## src/logic/ndc_regs.vh

```
// Register offsets, field layout, line-state codes and timing counts of the noise counter.
`ifndef NDC_REGS_VH
`define NDC_REGS_VH

`define NDC_ADDR_W 5
`define NDC_OFS_MASK_A 5'h0B
`define NDC_OFS_COUNT_START 5'h0D
`define NDC_OFS_PRESCALE_START 5'h0E
`define NDC_OFS_COUNT_SNAPSHOT 5'h0F

`define NDC_COUNT_W 7
`define NDC_PRESCALE_W 8
`define NDC_NOISE_LIMIT_BIT 5
`define NDC_SNAP_CHANGE_BIT 7

`define NDC_RST_COUNT_START 7'h00
`define NDC_RST_PRESCALE_START 8'h00
`define NDC_RST_MASK_A 8'h00

`define NDC_LS_HALT 3'h0
`define NDC_LS_IDLE 3'h1
`define NDC_LS_MASTER 3'h2
`define NDC_LS_QUIET 3'h3
`define NDC_LS_NO_SIGNAL 3'h4
`define NDC_LS_NOISE 3'h5
`define NDC_LS_ACTIVE 3'h6
`define NDC_LS_UNKNOWN 3'h7

`define NDC_TICK_NS 80
`define NDC_CLK_NS 10
`define NDC_TICK_CYCLES (`NDC_TICK_NS / `NDC_CLK_NS)
`define NDC_TICK_CNT_W 3
// Last tick counter value, one less than the clock cycles in one tick.
`define NDC_TICK_LAST 3'h7

`endif

```

## src/logic/ndc_counter.v

```verilog
// Noise duration counter: prescale and main down counters with their control bus registers.
`include "ndc_regs.vh"

// Notes on behaviour
// - Main counter decrements per 80 ns tick when noise present and prescale is zero.
// - Prescale counter counts down every 80 ns tick while noise is present.
// - Prescale at zero reloads from its start value and decrements main counter.
// - Both zero in noise, active or unknown state reloads both start values.
// - In halt, idle, master, quiet or no-signal states both counters stay loaded.
// - Writing either start-value register reloads both counters.
// - Entering noise, active or unknown keeps counting with no reload.
// - Both counters at zero on a tick in noise, active or unknown state sets the noise-limit flag.
// - Main start value is seven bits; bit seven reads zero, writes ignored.
// - Prescale start value is a full eight-bit register.
// - Snapshot read returns the main counter value at that read.
// - Snapshot write changes nothing and raises the write-reject flag.
// - Snapshot holds count in bits zero to six, change indicator in bit seven.
// - Receive summary A is any condition bit set with its mask bit set.
// - Noise-limit mask bit five of mask register A clears at reset.
module ndc_counter (
  input wire core_clk, // 100 MHz clock
  input wire arst_n, // asynchronous reset, active low
  input wire [`NDC_ADDR_W-1:0] cb_addr, // control bus register address
  input wire cb_wr, // control bus write strobe, one cycle
  input wire cb_rd, // control bus read strobe, one cycle
  input wire [7:0] cb_wdata, // control bus write data
  output reg [7:0] cb_rdata, // read data, valid the cycle after cb_rd
  input wire [2:0] line_state, // current line state code from the detector
  input wire noise_event, // noise event present, sampled on each tick
  input wire noise_limit_clr, // clears the noise-limit flag, one cycle
  input wire [7:0] receive_cond_reg_a_in, // other condition A bits, bit five unused
  output reg noise_limit_flag, // sticky noise-limit condition
  output wire receive_summary_a_flag, // masked summary of condition register A
  output reg write_reject_flag // one-cycle pulse on a rejected write
);

  reg [`NDC_TICK_CNT_W-1:0] tick_cnt_r;
  reg [`NDC_COUNT_W-1:0] count_start_r;
  reg [`NDC_PRESCALE_W-1:0] prescale_start_r;
  reg [7:0] mask_a_r;
  reg [`NDC_COUNT_W-1:0] count_r;
  reg [`NDC_PRESCALE_W-1:0] prescale_r;
  reg [2:0] last_state_r;
  reg change_seen_r;
  wire tick;
  wire hold_state;
  wire both_zero;
  wire wr_count_start;
  wire wr_prescale_start;
  wire [`NDC_COUNT_W-1:0] new_count_start;
  wire [`NDC_PRESCALE_W-1:0] new_prescale_start;
  wire [7:0] cond_a;
  wire start_write;
  wire flag_set;
  wire snap_rd;
  wire snap_wr;
  reg [`NDC_COUNT_W-1:0] count_nxt;
  reg [`NDC_PRESCALE_W-1:0] prescale_nxt;
  reg [7:0] rdata_nxt;

  assign tick = (tick_cnt_r == `NDC_TICK_LAST);

  // hold-state decode of the detector's line state
  assign hold_state = (line_state == `NDC_LS_HALT) || (line_state == `NDC_LS_IDLE) ||
                      (line_state == `NDC_LS_MASTER) || (line_state == `NDC_LS_QUIET) ||
                      (line_state == `NDC_LS_NO_SIGNAL);
  assign both_zero = (count_r == {`NDC_COUNT_W{1'b0}}) && (prescale_r == 8'h00);
  assign wr_count_start = cb_wr && (cb_addr == `NDC_OFS_COUNT_START);
  assign wr_prescale_start = cb_wr && (cb_addr == `NDC_OFS_PRESCALE_START);
  assign start_write = wr_count_start || wr_prescale_start;
  assign snap_rd = cb_rd && (cb_addr == `NDC_OFS_COUNT_SNAPSHOT);
  assign snap_wr = cb_wr && (cb_addr == `NDC_OFS_COUNT_SNAPSHOT);
  // A hold state keeps the counters loaded, so a zero count there is not a limit.
  // A start-value write in the same tick does not stop a both-zero count raising the flag.
  assign flag_set = tick && !hold_state && both_zero;

  // The reload on a write uses the value being written, so no stale start value is loaded.
  assign new_count_start = wr_count_start ? cb_wdata[`NDC_COUNT_W-1:0] : count_start_r;
  assign new_prescale_start = wr_prescale_start ? cb_wdata : prescale_start_r;

  always @(posedge core_clk or negedge arst_n) begin
    if (!arst_n) begin
      tick_cnt_r <= {`NDC_TICK_CNT_W{1'b0}};
    end else if (tick) begin
      tick_cnt_r <= {`NDC_TICK_CNT_W{1'b0}};
    end else begin
      tick_cnt_r <= tick_cnt_r + 1'b1;
    end
  end

  always @(posedge core_clk or negedge arst_n) begin
    if (!arst_n) begin
      count_start_r <= `NDC_RST_COUNT_START;
      prescale_start_r <= `NDC_RST_PRESCALE_START;
      mask_a_r <= `NDC_RST_MASK_A;
    end else begin
      if (wr_count_start) begin
        count_start_r <= cb_wdata[`NDC_COUNT_W-1:0];
      end
      if (wr_prescale_start) begin
        prescale_start_r <= cb_wdata;
      end
      if (cb_wr && (cb_addr == `NDC_OFS_MASK_A)) begin
        mask_a_r <= cb_wdata;
      end
    end
  end

  // Priority per clock: start-value write, hold state, both-zero reload, then counting.
  always @* begin
    count_nxt = count_r;
    prescale_nxt = prescale_r;
    if (start_write) begin
      count_nxt = new_count_start;
      prescale_nxt = new_prescale_start;
    end else if (tick) begin
      if (hold_state) begin
        count_nxt = count_start_r;
        prescale_nxt = prescale_start_r;
      end else if (both_zero) begin
        count_nxt = count_start_r;
        prescale_nxt = prescale_start_r;
      end else if (noise_event) begin
        // no reload on entering a counting state
        if (prescale_r == 8'h00) begin
          prescale_nxt = prescale_start_r;
          count_nxt = count_r - 1'b1;
        end else begin
          prescale_nxt = prescale_r - 1'b1;
        end
      end
    end
  end

  always @(posedge core_clk or negedge arst_n) begin
    if (!arst_n) begin
      count_r <= `NDC_RST_COUNT_START;
      prescale_r <= `NDC_RST_PRESCALE_START;
    end else begin
      count_r <= count_nxt;
      prescale_r <= prescale_nxt;
    end
  end

  // A reset value of zero in both counters raises the flag on the first counting tick.
  always @(posedge core_clk or negedge arst_n) begin
    if (!arst_n) begin
      noise_limit_flag <= 1'b0;
    end else if (flag_set) begin
      noise_limit_flag <= 1'b1;
    end else if (noise_limit_clr) begin
      noise_limit_flag <= 1'b0;
    end
  end

  always @(posedge core_clk or negedge arst_n) begin
    if (!arst_n) begin
      last_state_r <= `NDC_LS_UNKNOWN;
      change_seen_r <= 1'b0;
    end else begin
      last_state_r <= line_state;
      // change indicator, set wins over read clear
      if (line_state != last_state_r) begin
        change_seen_r <= 1'b1;
      end else if (snap_rd) begin
        change_seen_r <= 1'b0;
      end
    end
  end

  // Read data is selected here and captured only on a read, so it stands until the next read.
  always @* begin
    case (cb_addr)
      `NDC_OFS_MASK_A: begin
        rdata_nxt = mask_a_r;
      end
      `NDC_OFS_COUNT_START: begin
        rdata_nxt = {1'b0, count_start_r};
      end
      `NDC_OFS_PRESCALE_START: begin
        rdata_nxt = prescale_start_r;
      end
      `NDC_OFS_COUNT_SNAPSHOT: begin
        rdata_nxt = {change_seen_r, count_r};
      end
      default: begin
        rdata_nxt = 8'h00;
      end
    endcase
  end

  always @(posedge core_clk or negedge arst_n) begin
    if (!arst_n) begin
      cb_rdata <= 8'h00;
      write_reject_flag <= 1'b0;
    end else begin
      write_reject_flag <= snap_wr;
      if (cb_rd) begin
        cb_rdata <= rdata_nxt;
      end
    end
  end

  assign cond_a = {receive_cond_reg_a_in[7:6], noise_limit_flag, receive_cond_reg_a_in[4:0]};

  assign receive_summary_a_flag = |(cond_a & mask_a_r);

endmodule

```

## config.mk

```make
export PLATFORM = sky130hd
export DESIGN_NAME = ndc_counter
export DESIGN_NICKNAME = d
export VERILOG_FILES = /design/src/logic/ndc_counter.v
export VERILOG_INCLUDE_DIRS = /design/src /design/src/logic
export SDC_FILE = /design/constraint.sdc
export NUM_CORES = 1
export LEC_CHECK = 0
export ABC_AREA = 0
export BUFFER_PORTS_ARGS = -buffer_cell sky130_fd_sc_hd__clkbuf_2
export CAP_MARGIN = 5
export CORE_MARGIN = 2
export CORE_UTILIZATION = 50
export DETAILED_ROUTE_END_ITERATION = 10
export GPL_TIMING_DRIVEN = 0
export PLACE_DENSITY = 0.73
export SETUP_SLACK_MARGIN = 0.4
export SLEW_MARGIN = 0
export SYNTH_ARGS = -nofsm -noshare
export SYNTH_HDL_FRONTEND = slang
export SYNTH_SLANG_ARGS = --single-unit
```

## constraint.sdc

```tcl
create_clock -name core_clk -period 2.5 [get_ports core_clk]
set_clock_uncertainty 0.1 [all_clocks]
set_input_delay 0.125 -clock core_clk [delete_from_list [all_inputs] [get_ports core_clk]]
set_output_delay 0.125 -clock core_clk [all_outputs]
set_load 0.02 [all_outputs]
```

==> metrics.md <==
| Metric | Value |
|---|---|
| Seq/Total Area, Yosys | 47.06% |
| WP data required | 2.64 ns |
| Top delay family on crit path | simple AND/OR/NAND/NOR gates |
| Reg-to-reg slack, setup | 0.38 ns |
| WL/cell | 17.65 um |
| Hold/Removal Path Class | in -> reg |
| Drt total wl | 7.660 mm |
| Drt first pass iters | 4 |
| Reg2reg start | count_r[2]$_DFFE_PN0P_ |
| Asr flop ratio synth | 100.0% |
| Crit path buffers/inverters | 2 |
| Clock Sinks | 55 |
| Crit end category | flop |
| Largest net degree at the start of global routing | 37 |
| CTS root buf | clkbuf_8 |
| Clock Path Buffers | 2 |
| Max Clk Rate | 0.4719 GHz |
| Fin Setup TNS | 0 ns |
| Share of layout cells above drive strength 1 | 30.94% |
| Vias | 2535 |
| Core area | 5574 sq um |
| Post-DR vias/cell | 5.841 |
| IO Port Bufs | 38 |
| Layout area overhead | 27.47% |
| Worst Setup Start Kind | flop |
| Endpoints failing hold | 0 |
| Ys flop type | dfrtp_1 |
| Initial antenna violation count | 0 |
| Mean Syn Cell Area | 10.55 sq um |
| Worst Min Path Start | line_state[0] |
| Overflow after GRT | 0 |
| RSZ-0062 raised after global routing | true |
| Final instance area | 3739 sq um |
| First-pass GRT wire length | 12.05 mm |
| Fin crit share | 84.77% |
| Pwr/cell area | 730.2 nW/um^2 |
| Post-synth EDFFs | 0 |
| Dpl cell area | 3247 sq um |
| Crit-path max FO | 5 |
| Relative slew slack | 43.01% |
| #FFs+latches synth | 55 |
| H-tree levels | 2 |
| Syn Nets | 314 |
| Yosys warning total | 0 |
| Slowest-stage cell, CP | dfrtp_1 |
| Num ports | 41 |
| Initial Util | 52.62% |
| Tot GR Track Use | 24.84% |
| Measured slew at the worst slew-check pin | 0.8526 ns |
| R2R depth | 7 |
| CP Cell Sequence | buf_6 -> nor4_4 -> a211oi_2 -> or3b_1 -> buf_6 -> a211o_1 -> a31oi_1 |
| Die height | 80.59 um |
| Hold Crit Depth | 3 |
| Antenna Nets Post-Route | 0 |
| Iter 0 DRT Violations | 190 |
| Filler cell count | 437 |
| Rows | 27 |
| Final min period | 2.119 ns |
| Slew Limit Fails | 0 |
| Worst path most repeated cell | buf_6 |
| Status | completed |
| Worst VDD drop | 402.5 uV |
| Die Span X | 80.59 um |
| Max-Cap Viols | 0 |
| CTS Buf Count | 5 |
| Worst EP arrival | 2.26 ns |
| Clock-pin transition on the worst setup and hold timing paths | 0.10 ns |
| WS Path Type | reg -> reg |
| Nets | 397 |
| Worst R2R End | count_r[0]$_DFFE_PN0P_ |
| Number of global-route vias before repair | 2423 |
| WHS Endpoint | change_seen_r$_DFFE_PN0P_ |
| Finish-stage setup viols | 0 |
| Netlist Area Pre-Place | 2933 sq um |
| CP peak stage delay | 0.40 ns |
| Routability congestion estimate | 0.8771 |
| Syn Inst Count | 278 |
| Clk_lat worst skew | 0.31 ns |
| ANT cells | 0 |
| DRC violations left | 0 |
| Detailed placer's ending HPWL | 5.299 mm |
| Die area | 6494 sq um |
| Leakage | 1.658 nW |
| CTS tree | yes |
| Netlist cell types | 57 |
## per-layer routing
metal | vias to the layer above | share of wire [%] | GRT usage [%]
met5 | - | 0 | 0
met4 | 0 | 2.4 | 8.644
met3 | 13 | 6.9 | 4.607
met2 | 107 | 46 | 40.42
met1 | 1214 | 45 | 33.26
li1 | 1201 | - | -
## what timing repair did
item                                    4_1_cts  5_1_grt
resized for setup                            10       12
endpoints found under the hold margin        31        2
pin swaps                                    11       20
hold buffers                                 12        2
endpoints found under the setup margin       15       15
cloned                                        0        0
buffers inserted                             12       11
## power breakdown
| part | internal [mW] | switching (mW) |
|---|---|---|
| registers | 1.06 | 0.187 |
| clock network | 0.253 | 0.292 |
| logic | 0.491 | 0.447 |
## how the worst max path moves through the flow
| stage | startpoint | end | slack (ns) | cells after the start |
|---|---|---|---|---|
| after floorplan | prescale_r[0]$_DFFE_PN0P_ | count_r[0]$_DFFE_PN0P_ | 0.43 | 8 |
| after global placement | prescale_r[0]$_DFFE_PN0P_ | prescale_r[5]$_DFFE_PN0P_ | 0.22 | 8 |
| after detailed placement | prescale_r[0]$_DFFE_PN0P_ | prescale_r[5]$_DFFE_PN0P_ | 0.19 | 8 |
| after CTS | count_r[2]$_DFFE_PN0P_ | count_r[0]$_DFFE_PN0P_ | 0.41 | 7 |
| after global routing | count_r[2]$_DFFE_PN0P_ | count_r[0]$_DFFE_PN0P_ | 0.29 | 7 |
| final | count_r[2]$_DFFE_PN0P_ | count_r[0]$_DFFE_PN0P_ | 0.38 | 7 |
## stage by stage
step	worst slack (ns)	hold WS [ns]	util (%)	power, mW	cells
2_1_floorplan	0.4313	-0.2706	-	1.737	278
4_1_cts	0.4082	0.0000008327	64.44	2.617	421
3_5_place_dp	0.1876	0.02354	58.25	1.943	389
6_report	0.3807	0.02656	67.07	2.730	434
5_1_grt	0.2920	0.03858	67.07	2.898	434
3_3_place_gp	0.2178	0.1616	57.89	1.918	388
## cells by family after synthesis
logic type	synth area share, %
multiplexers	9.471
buffers and inverters	3.840
flip-flops	47.06
XOR/XNOR	2.987
adder cells (fa/ha/maj)	2.901
AO/OA/AOI/OAI	19.41
AND/OR/NAND/NOR	14.33
## tightest hold or removal path, delay by kind of cell
family                    cells  cell delay [ns]
xor gates and xnor gates      1             0.08
buffers and inverters         1             0.12
and+or+nand+nor               1             0.08
## placed cells by master (no fill, tap or decap), drive strengths merged, types with 2 or more instances in the layout
cell,count
a211oi,2
dlygate4sd3,14
and3,2
clkbuf,47
o22ai,8
o31ai,3
nand3,8
nor2,19
o211ai,11
xnor2,9
nand4b,2
a22oi,4
a21o,2
dfrtp,52
and2,3
nand4,2
nor2b,3
nor3,3
inv,16
and4,2
a31oi,3
nor3b,2
o21ai,7
nand2b,4
nor4,2
a221oi,7
a21oi,17
ha,6
a22o,8
mux2i,3
mux2,22
or4,2
dfstp,3
o21a,2
buf,32
nand2,16
## state kept, by name (all words and copies together) (netlist names), 3 cells and up
name / cells
count_r: 7
prescale_r: 8
count_start_r: 7
mask_a_r: 8
last_state_r: 3
tick_cnt_r: 3
prescale_start_r: 8
cb_rdata: 8
## layout make-up
type	instances	area [sq um]	area share, %
buffer	10	67.56	1.807
clock buffer	7	96.34	2.577
clock inverter	1	7.507	0.2008
inverter	16	60.06	1.606
multi-input combinational	197	1503	40.19
sequential	55	1384	37.01
tap	72	90.09	2.410
timing repair buffer	76	530.5	14.19
## cells in the mapped netlist (3+ instances only)
library cell / count / area (sq um)
a22o_1: 8 / 70.07
a31oi_1: 3 / 18.77
nor2b_1: 3 / 18.77
nand2_1: 16 / 60.06
nor2_1: 18 / 67.56
mux2i_1: 3 / 30.03
o21ai_0: 4 / 20.02
and2_1: 3 / 18.77
nor3_1: 3 / 15.01
a221oi_1: 7 / 61.31
dfrtp_1: 52 / 1301
a21oi_1: 16 / 80.08
xnor2_1: 9 / 78.83
o21ai_1: 3 / 15.01
a22oi_1: 4 / 30.03
mux2_2: 14 / 157.7
buf_2: 6 / 30.03
ha_1: 6 / 75.07
o211ai_1: 11 / 82.58
dfstp_2: 3 / 78.83
nand3_1: 8 / 40.04
o22ai_1: 8 / 50.05
inv_1: 16 / 60.06
mux2_1: 8 / 90.09
nand2b_1: 3 / 18.77
Note: power is estimated with default switching activity, not from simulation.
